--- src/shared/mpw_pkg.sv ---
/*
 * Constants and the state type of the parameter width access decoder.
 * Assumes a framer that strips and checks the CRC before handing bytes over.
 */
package mpw_pkg;

	// function codes
	localparam logic [7:0] MPW_CMD_READ  = 8'h03;
	localparam logic [7:0] MPW_CMD_WR1   = 8'h06;
	localparam logic [7:0] MPW_CMD_WR1X  = 8'h41;
	localparam logic [7:0] MPW_CMD_WRN   = 8'h10;
	localparam logic [7:0] MPW_CMD_WRNX  = 8'h43;

	// exception answer
	localparam logic [7:0] MPW_EXC_FLAG  = 8'h80;
	localparam logic [7:0] MPW_EXC_NONE  = 8'h00;
	localparam logic [7:0] MPW_EXC_FUNC  = 8'h01;
	localparam logic [7:0] MPW_EXC_ADDR  = 8'h02;
	localparam logic [7:0] MPW_EXC_VALUE = 8'h03;

	// start address layout
	localparam int         MPW_WIDE_BIT  = 15;

	// request byte positions, CRC excluded
	localparam int         MPW_IDX_SLAVE = 0;
	localparam int         MPW_IDX_CMD   = 1;
	localparam int         MPW_IDX_AHI   = 2;
	localparam int         MPW_IDX_ALO   = 3;
	localparam int         MPW_IDX_CHI   = 4;
	localparam int         MPW_IDX_CLO   = 5;
	localparam int         MPW_IDX_BCNT  = 6;
	localparam int         MPW_HDR_LEN   = 7;

	// frame lengths and data pointers
	localparam logic [8:0] MPW_LEN_FIXED = 9'd6;
	localparam logic [8:0] MPW_LEN_WRN   = 9'd7;
	localparam logic [7:0] MPW_PTR_WR1   = 8'd4;
	localparam logic [7:0] MPW_PTR_WRN   = 8'd7;
	localparam logic [15:0] MPW_MAX_REGS = 16'd125;

	// answer lengths in bytes
	localparam logic [2:0] MPW_N_EXC     = 3'd3;
	localparam logic [2:0] MPW_N_RHDR    = 3'd3;
	localparam logic [2:0] MPW_N_ECHO    = 3'd6;
	localparam logic [2:0] MPW_N_W16     = 3'd2;
	localparam logic [2:0] MPW_N_W32     = 3'd4;

	typedef enum logic [8:0] {
		MPW_ST_IDLE   = 9'h001,
		MPW_ST_CHECK  = 9'h002,
		MPW_ST_PROBE  = 9'h004,
		MPW_ST_PWAIT  = 9'h008,
		MPW_ST_WFETCH = 9'h010,
		MPW_ST_WSHIFT = 9'h020,
		MPW_ST_WSTORE = 9'h040,
		MPW_ST_WWAIT  = 9'h080,
		MPW_ST_SEND   = 9'h100
	} mpw_state_t;

endpackage

--- src/rtl/mpw_access_ctrl.sv ---
/*
 * Request decoder giving a bus master 16-bit or 32-bit access to drive parameters.
 * Assumes a framer feeding checked request bytes without CRC, a framer taking answer
 * bytes and appending CRC, and a parameter store answering one cycle after its enable.
 */
// Notes on behaviour
// start address bit 15 picks 32-bit access; bits 14..0 address the parameter
// in 32-bit access the register count must be even, else an exception
// a 32-bit read returns each parameter as two register slots
// master sends slave, 0x03, start address, register count, then CRC
// read answer echoes slave and command, gives byte count, then data
// a read that cannot be served gets the exception frame instead
// 16-bit read of a 32-bit parameter returns only its low half
// 32-bit read of a 16-bit parameter sign-extends only signed ones
// matching widths return the stored value untouched
// each parameter is classed signed or unsigned for extension
// master should read 16-bit only for values in signed 16-bit range
// 32-bit values go upper word first, each word high byte first
// single writes 0x06 and 0x41 refuse 32-bit access with an address error
// 16-bit write into signed 32-bit parameter is sign-extended, store checks range
// multiple writes 0x10 and 0x43 accept both widths by the same bit
`timescale 1ns/1ps
module mpw_access_ctrl import mpw_pkg::*; #(
	parameter int          AW       = 8,
	parameter logic [15:0] MAX_REGS = MPW_MAX_REGS
) (
	input  wire logic        clock,
	input  wire logic        reset_n,
	input  wire logic [7:0]  own_addr,
	input  wire logic        rx_valid,
	input  wire logic [7:0]  rx_byte,
	input  wire logic        rx_last,
	output logic             rx_ready,
	output logic             tx_valid,
	output logic [7:0]       tx_byte,
	output logic             tx_last,
	input  wire logic        tx_ready,
	output logic             prm_rd_en,
	output logic             prm_wr_en,
	output logic [14:0]      prm_addr,
	output logic [31:0]      prm_wr_data,
	input  wire logic [31:0] prm_rd_data,
	input  wire logic        prm_is32,
	input  wire logic        prm_signed,
	input  wire logic        prm_err
);
	mpw_state_t     state_r, after_r;
	logic [7:0]     hdr_r [MPW_HDR_LEN];
	logic [AW:0]    len_r;
	logic           ovf_r, phase_r, wt_r, end_r, is32_r, sgn_r;
	logic [15:0]    j_r;
	logic [AW-1:0]  ptr_r;
	logic [2:0]     k_r, out_n_r;
	logic [31:0]    wd_r;
	logic [47:0]    out_sh_r;
	logic           rx_ready_r, tx_valid_r, tx_last_r, rd_en_r, wr_en_r;
	logic [7:0]     tx_byte_r;
	logic [14:0]    addr_r;
	logic [31:0]    wdata_r;
	logic [7:0]     mem_q;

	// request decode
	wire        rx_take = rx_valid & rx_ready_r;
	wire [7:0]  cmd     = hdr_r[MPW_IDX_CMD];
	wire [15:0] saddr   = {hdr_r[MPW_IDX_AHI], hdr_r[MPW_IDX_ALO]};
	wire [15:0] cnt     = {hdr_r[MPW_IDX_CHI], hdr_r[MPW_IDX_CLO]};
	wire [7:0]  bcnt    = hdr_r[MPW_IDX_BCNT];
	wire        wide    = saddr[MPW_WIDE_BIT];
	wire [14:0] base    = saddr[14:0];
	wire        is_rd   = cmd == MPW_CMD_READ;
	wire        is_wr1  = (cmd == MPW_CMD_WR1) | (cmd == MPW_CMD_WR1X);
	wire        is_wrn  = (cmd == MPW_CMD_WRN) | (cmd == MPW_CMD_WRNX);
	wire        cnt_bad = (cnt == 16'h0000) | (cnt > MAX_REGS) | (wide & cnt[0]);
	wire [8:0]  wrn_len = MPW_LEN_WRN + {1'b0, bcnt};
	wire        len_bad = is_wrn ? ({{(8 - AW){1'b0}}, len_r} != wrn_len)
	                              | ({8'h00, bcnt} != {cnt[14:0], 1'b0})
	                             : ({{(8 - AW){1'b0}}, len_r} != MPW_LEN_FIXED);
	wire [7:0]  exc     = !(is_rd | is_wr1 | is_wrn) ? MPW_EXC_FUNC :
	                      (is_wr1 & wide) ? MPW_EXC_ADDR :
	                      ((is_rd | is_wrn) & cnt_bad) ? MPW_EXC_VALUE :
	                      len_bad ? MPW_EXC_VALUE : MPW_EXC_NONE;
	wire [15:0] np      = is_wr1 ? 16'h0001 : (wide ? {1'b0, cnt[15:1]} : cnt);
	wire        last_j  = j_r == (np - 16'h0001);
	wire [14:0] cur     = base + j_r[14:0];
	wire        wide_wr = wide & is_wrn;
	wire [2:0]  need    = wide_wr ? MPW_N_W32 : MPW_N_W16;

	// width adaption on read
	wire        rd_ext  = prm_signed & prm_rd_data[15];
	wire [31:0] rd_w32  = prm_is32 ? prm_rd_data
	                               : {{16{rd_ext}}, prm_rd_data[15:0]};
	wire [15:0] rd_w16  = prm_rd_data[15:0];
	wire [47:0] rd_sh   = wide ? {rd_w32, 16'h0000}
	                           : {rd_w16, 32'h0000_0000};
	wire [47:0] rhdr_sh = {hdr_r[MPW_IDX_SLAVE], cmd, cnt[6:0], 1'b0, 24'h000000};

	// width adaption on write
	wire        wr_ext  = sgn_r & is32_r & wd_r[15];
	wire [31:0] wval    = wide_wr ? wd_r : {{16{wr_ext}}, wd_r[15:0]};
	wire [47:0] echo_sh = {hdr_r[0], hdr_r[1], hdr_r[2], hdr_r[3], hdr_r[4], hdr_r[5]};

	wire        tx_free = !tx_valid_r | tx_ready;

	function automatic logic [47:0] exc_frame(input logic [7:0] s, input logic [7:0] c, input logic [7:0] code);
		exc_frame = {s, c | MPW_EXC_FLAG, code, 24'h000000};
	endfunction

	mpw_frame_mem #(.AW(AW)) u_mem (
		.clock   (clock),
		.reset_n (reset_n),
		.wr_en   (rx_take & !len_r[AW]),
		.wr_addr (len_r[AW-1:0]),
		.wr_data (rx_byte),
		.rd_addr (ptr_r),
		.rd_data (mem_q)
	);

	// header bytes kept in flops, the rest only in the frame memory
	for (genvar i = 0; i < MPW_HDR_LEN; i++) begin : g_hdr
		always_ff @(posedge clock or negedge reset_n) begin
			if (!reset_n) begin
				hdr_r[i] <= 8'h00;
			end else if (rx_take && len_r == (AW + 1)'(i)) begin
				hdr_r[i] <= rx_byte;
			end
		end
	end

	always_ff @(posedge clock or negedge reset_n) begin
		if (!reset_n) begin
			state_r    <= MPW_ST_IDLE;
			after_r    <= MPW_ST_IDLE;
			len_r      <= '0;
			ovf_r      <= 1'b0;
			phase_r    <= 1'b0;
			wt_r       <= 1'b0;
			end_r      <= 1'b0;
			is32_r     <= 1'b0;
			sgn_r      <= 1'b0;
			j_r        <= 16'h0000;
			ptr_r      <= '0;
			k_r        <= 3'd0;
			wd_r       <= 32'h0000_0000;
			out_sh_r   <= 48'h0;
			out_n_r    <= 3'd0;
			rx_ready_r <= 1'b1;
			tx_valid_r <= 1'b0;
			tx_last_r  <= 1'b0;
			tx_byte_r  <= 8'h00;
			rd_en_r    <= 1'b0;
			wr_en_r    <= 1'b0;
			addr_r     <= 15'h0000;
			wdata_r    <= 32'h0000_0000;
		end else begin
			rd_en_r <= 1'b0;
			wr_en_r <= 1'b0;
			unique case (state_r)
			MPW_ST_IDLE: begin
				if (rx_take) begin
					// overlong frames are dropped rather than wrapped into the header
					if (len_r[AW]) begin
						ovf_r <= 1'b1;
					end else begin
						len_r <= len_r + 1'b1;
					end
					if (rx_last) begin
						rx_ready_r <= 1'b0;
						state_r    <= MPW_ST_CHECK;
					end
				end
			end
			MPW_ST_CHECK: begin
				len_r   <= '0;
				ovf_r   <= 1'b0;
				j_r     <= 16'h0000;
				phase_r <= 1'b0;
				wt_r    <= 1'b0;
				ptr_r   <= is_wr1 ? MPW_PTR_WR1[AW-1:0] : MPW_PTR_WRN[AW-1:0];
				if (ovf_r || hdr_r[MPW_IDX_SLAVE] != own_addr) begin
					rx_ready_r <= 1'b1;
					state_r    <= MPW_ST_IDLE;
				end else if (exc != MPW_EXC_NONE) begin
					out_sh_r <= exc_frame(hdr_r[MPW_IDX_SLAVE], cmd, exc);
					out_n_r  <= MPW_N_EXC;
					end_r    <= 1'b1;
					after_r  <= MPW_ST_IDLE;
					state_r  <= MPW_ST_SEND;
				end else begin
					state_r <= MPW_ST_PROBE;
				end
			end
			MPW_ST_PROBE: begin
				rd_en_r <= 1'b1;
				addr_r  <= cur;
				state_r <= MPW_ST_PWAIT;
			end
			MPW_ST_PWAIT: begin
				wt_r <= !wt_r;
				if (wt_r) begin
					if (prm_err) begin
						// reads are probed in full before any data leaves
						out_sh_r <= exc_frame(hdr_r[MPW_IDX_SLAVE], cmd, MPW_EXC_ADDR);
						out_n_r  <= MPW_N_EXC;
						end_r    <= 1'b1;
						after_r  <= MPW_ST_IDLE;
						state_r  <= MPW_ST_SEND;
					end else if (is_rd && !phase_r) begin
						if (last_j) begin
							phase_r  <= 1'b1;
							j_r      <= 16'h0000;
							out_sh_r <= rhdr_sh;
							out_n_r  <= MPW_N_RHDR;
							end_r    <= 1'b0;
							after_r  <= MPW_ST_PROBE;
							state_r  <= MPW_ST_SEND;
						end else begin
							j_r     <= j_r + 16'h0001;
							state_r <= MPW_ST_PROBE;
						end
					end else if (is_rd) begin
						out_sh_r <= rd_sh;
						out_n_r  <= wide ? MPW_N_W32 : MPW_N_W16;
						end_r    <= last_j;
						after_r  <= last_j ? MPW_ST_IDLE : MPW_ST_PROBE;
						j_r      <= j_r + 16'h0001;
						state_r  <= MPW_ST_SEND;
					end else begin
						is32_r  <= prm_is32;
						sgn_r   <= prm_signed;
						k_r     <= 3'd0;
						wd_r    <= 32'h0000_0000;
						state_r <= MPW_ST_WFETCH;
					end
				end
			end
			MPW_ST_WFETCH: begin
				state_r <= MPW_ST_WSHIFT;
			end
			MPW_ST_WSHIFT: begin
				wd_r    <= {wd_r[23:0], mem_q};
				ptr_r   <= ptr_r + 1'b1;
				k_r     <= k_r + 3'd1;
				state_r <= (k_r == need - 3'd1) ? MPW_ST_WSTORE : MPW_ST_WFETCH;
			end
			MPW_ST_WSTORE: begin
				wr_en_r <= 1'b1;
				addr_r  <= cur;
				wdata_r <= wval;
				state_r <= MPW_ST_WWAIT;
			end
			MPW_ST_WWAIT: begin
				wt_r <= !wt_r;
				if (wt_r) begin
					if (prm_err) begin
						// earlier parameters of this request stay written
						out_sh_r <= exc_frame(hdr_r[MPW_IDX_SLAVE], cmd, MPW_EXC_VALUE);
						out_n_r  <= MPW_N_EXC;
						end_r    <= 1'b1;
						after_r  <= MPW_ST_IDLE;
						state_r  <= MPW_ST_SEND;
					end else if (last_j) begin
						out_sh_r <= echo_sh;
						out_n_r  <= MPW_N_ECHO;
						end_r    <= 1'b1;
						after_r  <= MPW_ST_IDLE;
						state_r  <= MPW_ST_SEND;
					end else begin
						j_r     <= j_r + 16'h0001;
						state_r <= MPW_ST_PROBE;
					end
				end
			end
			MPW_ST_SEND: begin
				if (tx_free) begin
					if (out_n_r != 3'd0) begin
						tx_byte_r  <= out_sh_r[47:40];
						out_sh_r   <= {out_sh_r[39:0], 8'h00};
						out_n_r    <= out_n_r - 3'd1;
						tx_valid_r <= 1'b1;
						tx_last_r  <= end_r & (out_n_r == 3'd1);
					end else begin
						tx_valid_r <= 1'b0;
						tx_last_r  <= 1'b0;
						state_r    <= after_r;
						rx_ready_r <= after_r == MPW_ST_IDLE;
					end
				end
			end
			default: begin
				state_r    <= MPW_ST_IDLE;
				rx_ready_r <= 1'b1;
			end
			endcase
		end
	end

	assign rx_ready    = rx_ready_r;
	assign tx_valid    = tx_valid_r;
	assign tx_byte     = tx_byte_r;
	assign tx_last     = tx_last_r;
	assign prm_rd_en   = rd_en_r;
	assign prm_wr_en   = wr_en_r;
	assign prm_addr    = addr_r;
	assign prm_wr_data = wdata_r;
endmodule // mpw_access_ctrl

--- src/rtl/mpw_frame_mem.sv ---
/*
 * Byte memory holding one received request frame.
 * Assumes single clock; read data is registered, one cycle after the address.
 */
`timescale 1ns/1ps
module mpw_frame_mem #(
	parameter int AW = 8
) (
	input  wire logic          clock,
	input  wire logic          reset_n,
	input  wire logic          wr_en,
	input  wire logic [AW-1:0] wr_addr,
	input  wire logic [7:0]    wr_data,
	input  wire logic [AW-1:0] rd_addr,
	output logic      [7:0]    rd_data
);
	logic [7:0] mem_r [2**AW];

	always_ff @(posedge clock) begin
		if (wr_en) begin
			mem_r[wr_addr] <= wr_data;
		end
	end

	always_ff @(posedge clock or negedge reset_n) begin
		if (!reset_n) begin
			rd_data <= 8'h00;
		end else begin
			rd_data <= mem_r[rd_addr];
		end
	end
endmodule // mpw_frame_mem

--- config.mk ---
export PLATFORM = sky130hd
export DESIGN_NAME = mpw_access_ctrl
export DESIGN_NICKNAME = d
export VERILOG_FILES = /design/src/shared/mpw_pkg.sv /design/src/rtl/mpw_access_ctrl.sv /design/src/rtl/mpw_frame_mem.sv
export SDC_FILE = /design/constraint.sdc
export NUM_CORES = 2
export LEC_CHECK = 0
export BUFFER_PORTS_ARGS = -buffer_cell sky130_fd_sc_hd__buf_4
export CELL_PAD_IN_SITES_DETAIL_PLACEMENT = 1
export CELL_PAD_IN_SITES_GLOBAL_PLACEMENT = 1
export CORE_MARGIN = 1.5
export CORE_UTILIZATION = 40
export DETAILED_ROUTE_END_ITERATION = 6
export GPL_TIMING_DRIVEN = 0
export MAX_ROUTING_LAYER = met4
export PLACE_DENSITY = 0.67
export RECOVER_POWER = 50
export SLEW_MARGIN = 40
export SYNTH_ARGS = -nofsm -noshare
export SYNTH_HDL_FRONTEND = slang
export SYNTH_HIERARCHICAL = 1
export SYNTH_SLANG_ARGS = --single-unit
export TNS_END_PERCENT = 10
--- constraint.sdc ---
create_clock -name clock -period 9.32 [get_ports clock]
set_input_delay 1.864 -clock clock [delete_from_list [all_inputs] [get_ports clock]]
set_output_delay 1.864 -clock clock [all_outputs]
set_load 0.02 [all_outputs]
==> impl_metrics.tcl <==
set metrics [dict create \
    antenna_found_initial 15 \
    finalHoldViolCount 0 \
    r2r_slack_ns 2.40 \
    multiInputGateArea_um2 24100 \
    io-pin-count 116 \
    pwr_density_cell_nw_per_um2 287 \
    seq_area_frac_synth_pct 72.6 \
    cts_sinks 2308 \
    syn_area_per_cell_um2 18.2 \
    pwr-share-comb_pct 31.9 \
    report.final.slew_viol_count 1574 \
    synthFlopType "edfxtp_1" \
    nNetsFinal 5627 \
    switchingPower_uw 10600 \
    path_class "primary input to async pin" \
    violations "capacitance limit, slew limit" \
    postCtsHoldBufs 0 \
    p_int_uw 20100 \
    synth_edf_count 2048 \
    cpPeakStageDelay_ns 2.04 \
    cp_top_family "buffers and inverters" \
    cp_max_fo 78 \
    num_rows 177 \
    fmax_ghz 0.140 \
    fin_setup_tns_ns 0 \
    drc_errors 0 \
    syn_inst 5156 \
    port_buffers 115 \
    die_y_um 487 \
    ys_ff_latch 2308 \
    min_period_ns 7.14 \
    num_vias 55000 \
    status "finished with violations" \
    gp_congestion 0.942 \
    grt-ovfl-total 0 \
    final-seq-area_um2 68000 \
    worstPathCellList "clkbuf_1 -> clkbuf_1 -> clkbuf_1 -> buf_16 -> buf_16" \
    mostFrequentLayoutCell "edfxtp_1" \
    die_x_um 487 \
    cp_slowest_cell "clkbuf_1" \
    cp-end-kind "async pin" \
    leakagePower_uw 0.0351 \
    syn_area_um2 93700 \
    routed_wl_um 310000 \
    synth.distinct_cells 95 \
    grt_pass1_wl_um 432000 \
    fin_crit_sh_pct 76.6 \
    drive_gt1_share_pct 24.7 \
    avgViaCountPerCell 6.20 \
    async_flop_share_pct 11.3 \
    setup_violations 0 \
    cp.arrival_ns 8.13 \
    ir_drop_mv 0.241 \
    cts_tree "yes" \
    clockBufferDepth 3 \
    track_usage_pct 26.8 \
    drt_iter0_drc 7745 \
    swShare_pct 34.5 \
    critical_path.most_common_cell "clkbuf_1" \
    clock_power_share_pct 29.3 \
    cts_root_buffer "clkbuf_16" \
    wire_per_inst_um 35.0 \
    fillers 22000 \
    dp_hpwl_um 215000 \
    dieArea_um2 237000 \
    final_cell_mix "2048 x edfxtp_1, 445 x mux4_2, 257 x dfrtp_1, 226 x clkbuf_16, 204 x nand2_1" \
    worstMarginPinSlew_ns 4.66 \
    area_growth_pct 14.2 \
    critPathLaunchType "primary input" \
    postCtsSetupRepairBufs 0 \
    seq_power_share_pct 38.7 \
    synth_warnings 6 \
    skew_ns 0.0603 \
    grt_max_degree 97 \
    antenna_left 0 \
    core-area_um2 233000 \
    cts_made_buffers 225 \
    grt_pass1_vias 54900 \
    dr.pass1.iters 7 \
    grt_setup_unrepaired "false" \
    cap_viol_max_count 23 \
    critPathBufInv 5 \
    start_util_pct 40.3 \
    clk_pin_slew_worst_paths_ns 0.06 \
    syn_nets 5239 \
    slew_headroom_pct -211 \
    htree_levels 4 \
    fin_util_pct 46.0 \
    clock_latency_ns 0.91 \
    holdCritPathClass "flip-flop to flip-flop" \
    worstPathRequired_ns 10.31 \
    ctsResizeCount 0 \
]
## path summary, 6_finish.rpt
check | cells after the start | to | start
hold / removal | 1 | wd_r[0]$_DFFE_PN0P_ | u_mem/rd_data[0]$_DFF_PN0_
setup / recovery | 5 | prm_wr_data[25]$_DFFE_PN0P_ | reset_n
max in group clock | 2 | u_mem/mem_r[31][4]$_DFFE_PP_ | rx_byte[4]
min in group asynchronous | 1 | prm_addr[13]$_DFFE_PN0P_ | reset_n
setup reg to reg | 19 | out_n_r[1]$_DFFE_PN0P_ | echo_sh[31]$_DFFE_PN0P_
hold reg to reg | 1 | wd_r[0]$_DFFE_PN0P_ | u_mem/rd_data[0]$_DFF_PN0_
## cell type report
cell class | instances | area share [%]
diodes | 12 | 0.0281
multi-input cells | 2477 | 22.5
repair buffers | 161 | 1.45
plain buffers | 319 | 1.87
flip-flops and latches | 2308 | 63.5
well taps | 3132 | 3.66
inverters | 52 | 0.182
clock buffers | 272 | 5.52
clock inverters | 145 | 1.22
## worst reg2reg max path, delay by kind of cell (launching register included)
kind	cells	cell delay, ns
buffers and inverters	7	2.47
AND/OR/NAND/NOR	6	1.94
AO/OA/AOI/OAI	3	1.07
multiplexers	2	0.75
flip-flops	1	0.41
adder cells (fa/ha/maj)	1	0.14
## sequential cells by signal, indices dropped and copies added (netlist names), 2 cells and up
| signal | count |
|---|---|
| j_r | 16 |
| u_mem/mem_r | 2048 |
| bcnt | 8 |
| out_n_r | 3 |
| base | 15 |
| prm_addr | 15 |
| echo_sh | 9 |
| cnt | 16 |
| u_mem/rd_data | 8 |
| tx_byte | 8 |
| out_sh_r | 48 |
| k_r | 3 |
| len_r | 9 |
| after_r | 2 |
| ptr_r | 8 |
| cmd | 8 |
| state_r | 9 |
| prm_wr_data | 32 |
| wd_r | 32 |
## Yosys cell counts, types with 26 or more instances
library cell | instances | area, um2
mux2_2 | 99 | 1110
o21ai_0 | 76 | 380
ha_1 | 26 | 325
o22ai_1 | 36 | 225
nand4_1 | 30 | 188
clkbuf_1 | 172 | 646
o221ai_1 | 47 | 412
mux2i_1 | 179 | 1790
mux2_1 | 32 | 360
nor4_1 | 28 | 175
xor2_1 | 31 | 272
mux4_2 | 445 | 10000
inv_1 | 51 | 191
a22oi_1 | 94 | 706
nand2_1 | 204 | 766
nor2b_1 | 50 | 313
nand3_1 | 75 | 375
edfxtp_1 | 2048 | 61500
buf_6 | 30 | 338
a22o_1 | 58 | 508
dfrtp_1 | 257 | 6430
nor3_1 | 44 | 220
buf_2 | 48 | 240
a21oi_1 | 149 | 746
nor2_1 | 369 | 1390
## cells by family (layout without fill, tap and decap cells)
group | count (synthesis) | in the layout | synth area share [%]
XOR/XNOR | 56 | 56 | 0.523
buffers and inverters | 371 | 949 | 2.24
AO/OA/AOI/OAI | 703 | 703 | 5.37
flip-flops | 2308 | 2308 | 72.6
adder cells (fa/ha/maj) | 27 | 27 | 0.368
multiplexers | 756 | 756 | 14.2
AND/OR/NAND/NOR | 935 | 935 | 4.74
other | 0 | 12 | 0
## per-stage QoR
step	std cells	instance area (um2)	setup WS (ns)	power (uW)	hold slack (ns)
final	8878	107000	2.18	30700	0.474
after global routing	8872	107000	1.15	31400	0.480
after CTS	8863	107000	2.49	30600	0.474
after detailed placement	8446	100000	2.57	21700	0.462
after global placement	8403	98500	2.55	21400	0.454
after floorplan	5156	93700	4.23	17500	0.449
## layer usage
layer,track usage [%],share of wire (%)
met2,40.8,47
met4,9.25,3.9
met5,-,0
met3,5.75,10
met1,35.7,40
## power by group through the flow
stage	Sequential, uW	Combinational, uW	Clock (uW)
after floorplan	12000	5570	0
after global placement	12100	9320	0
after detailed placement	12100	9590	0
after CTS	11900	9640	9130
after global routing	11900	10000	9480
final	11900	9800	9010
Power figures use the tool's default switching activity.
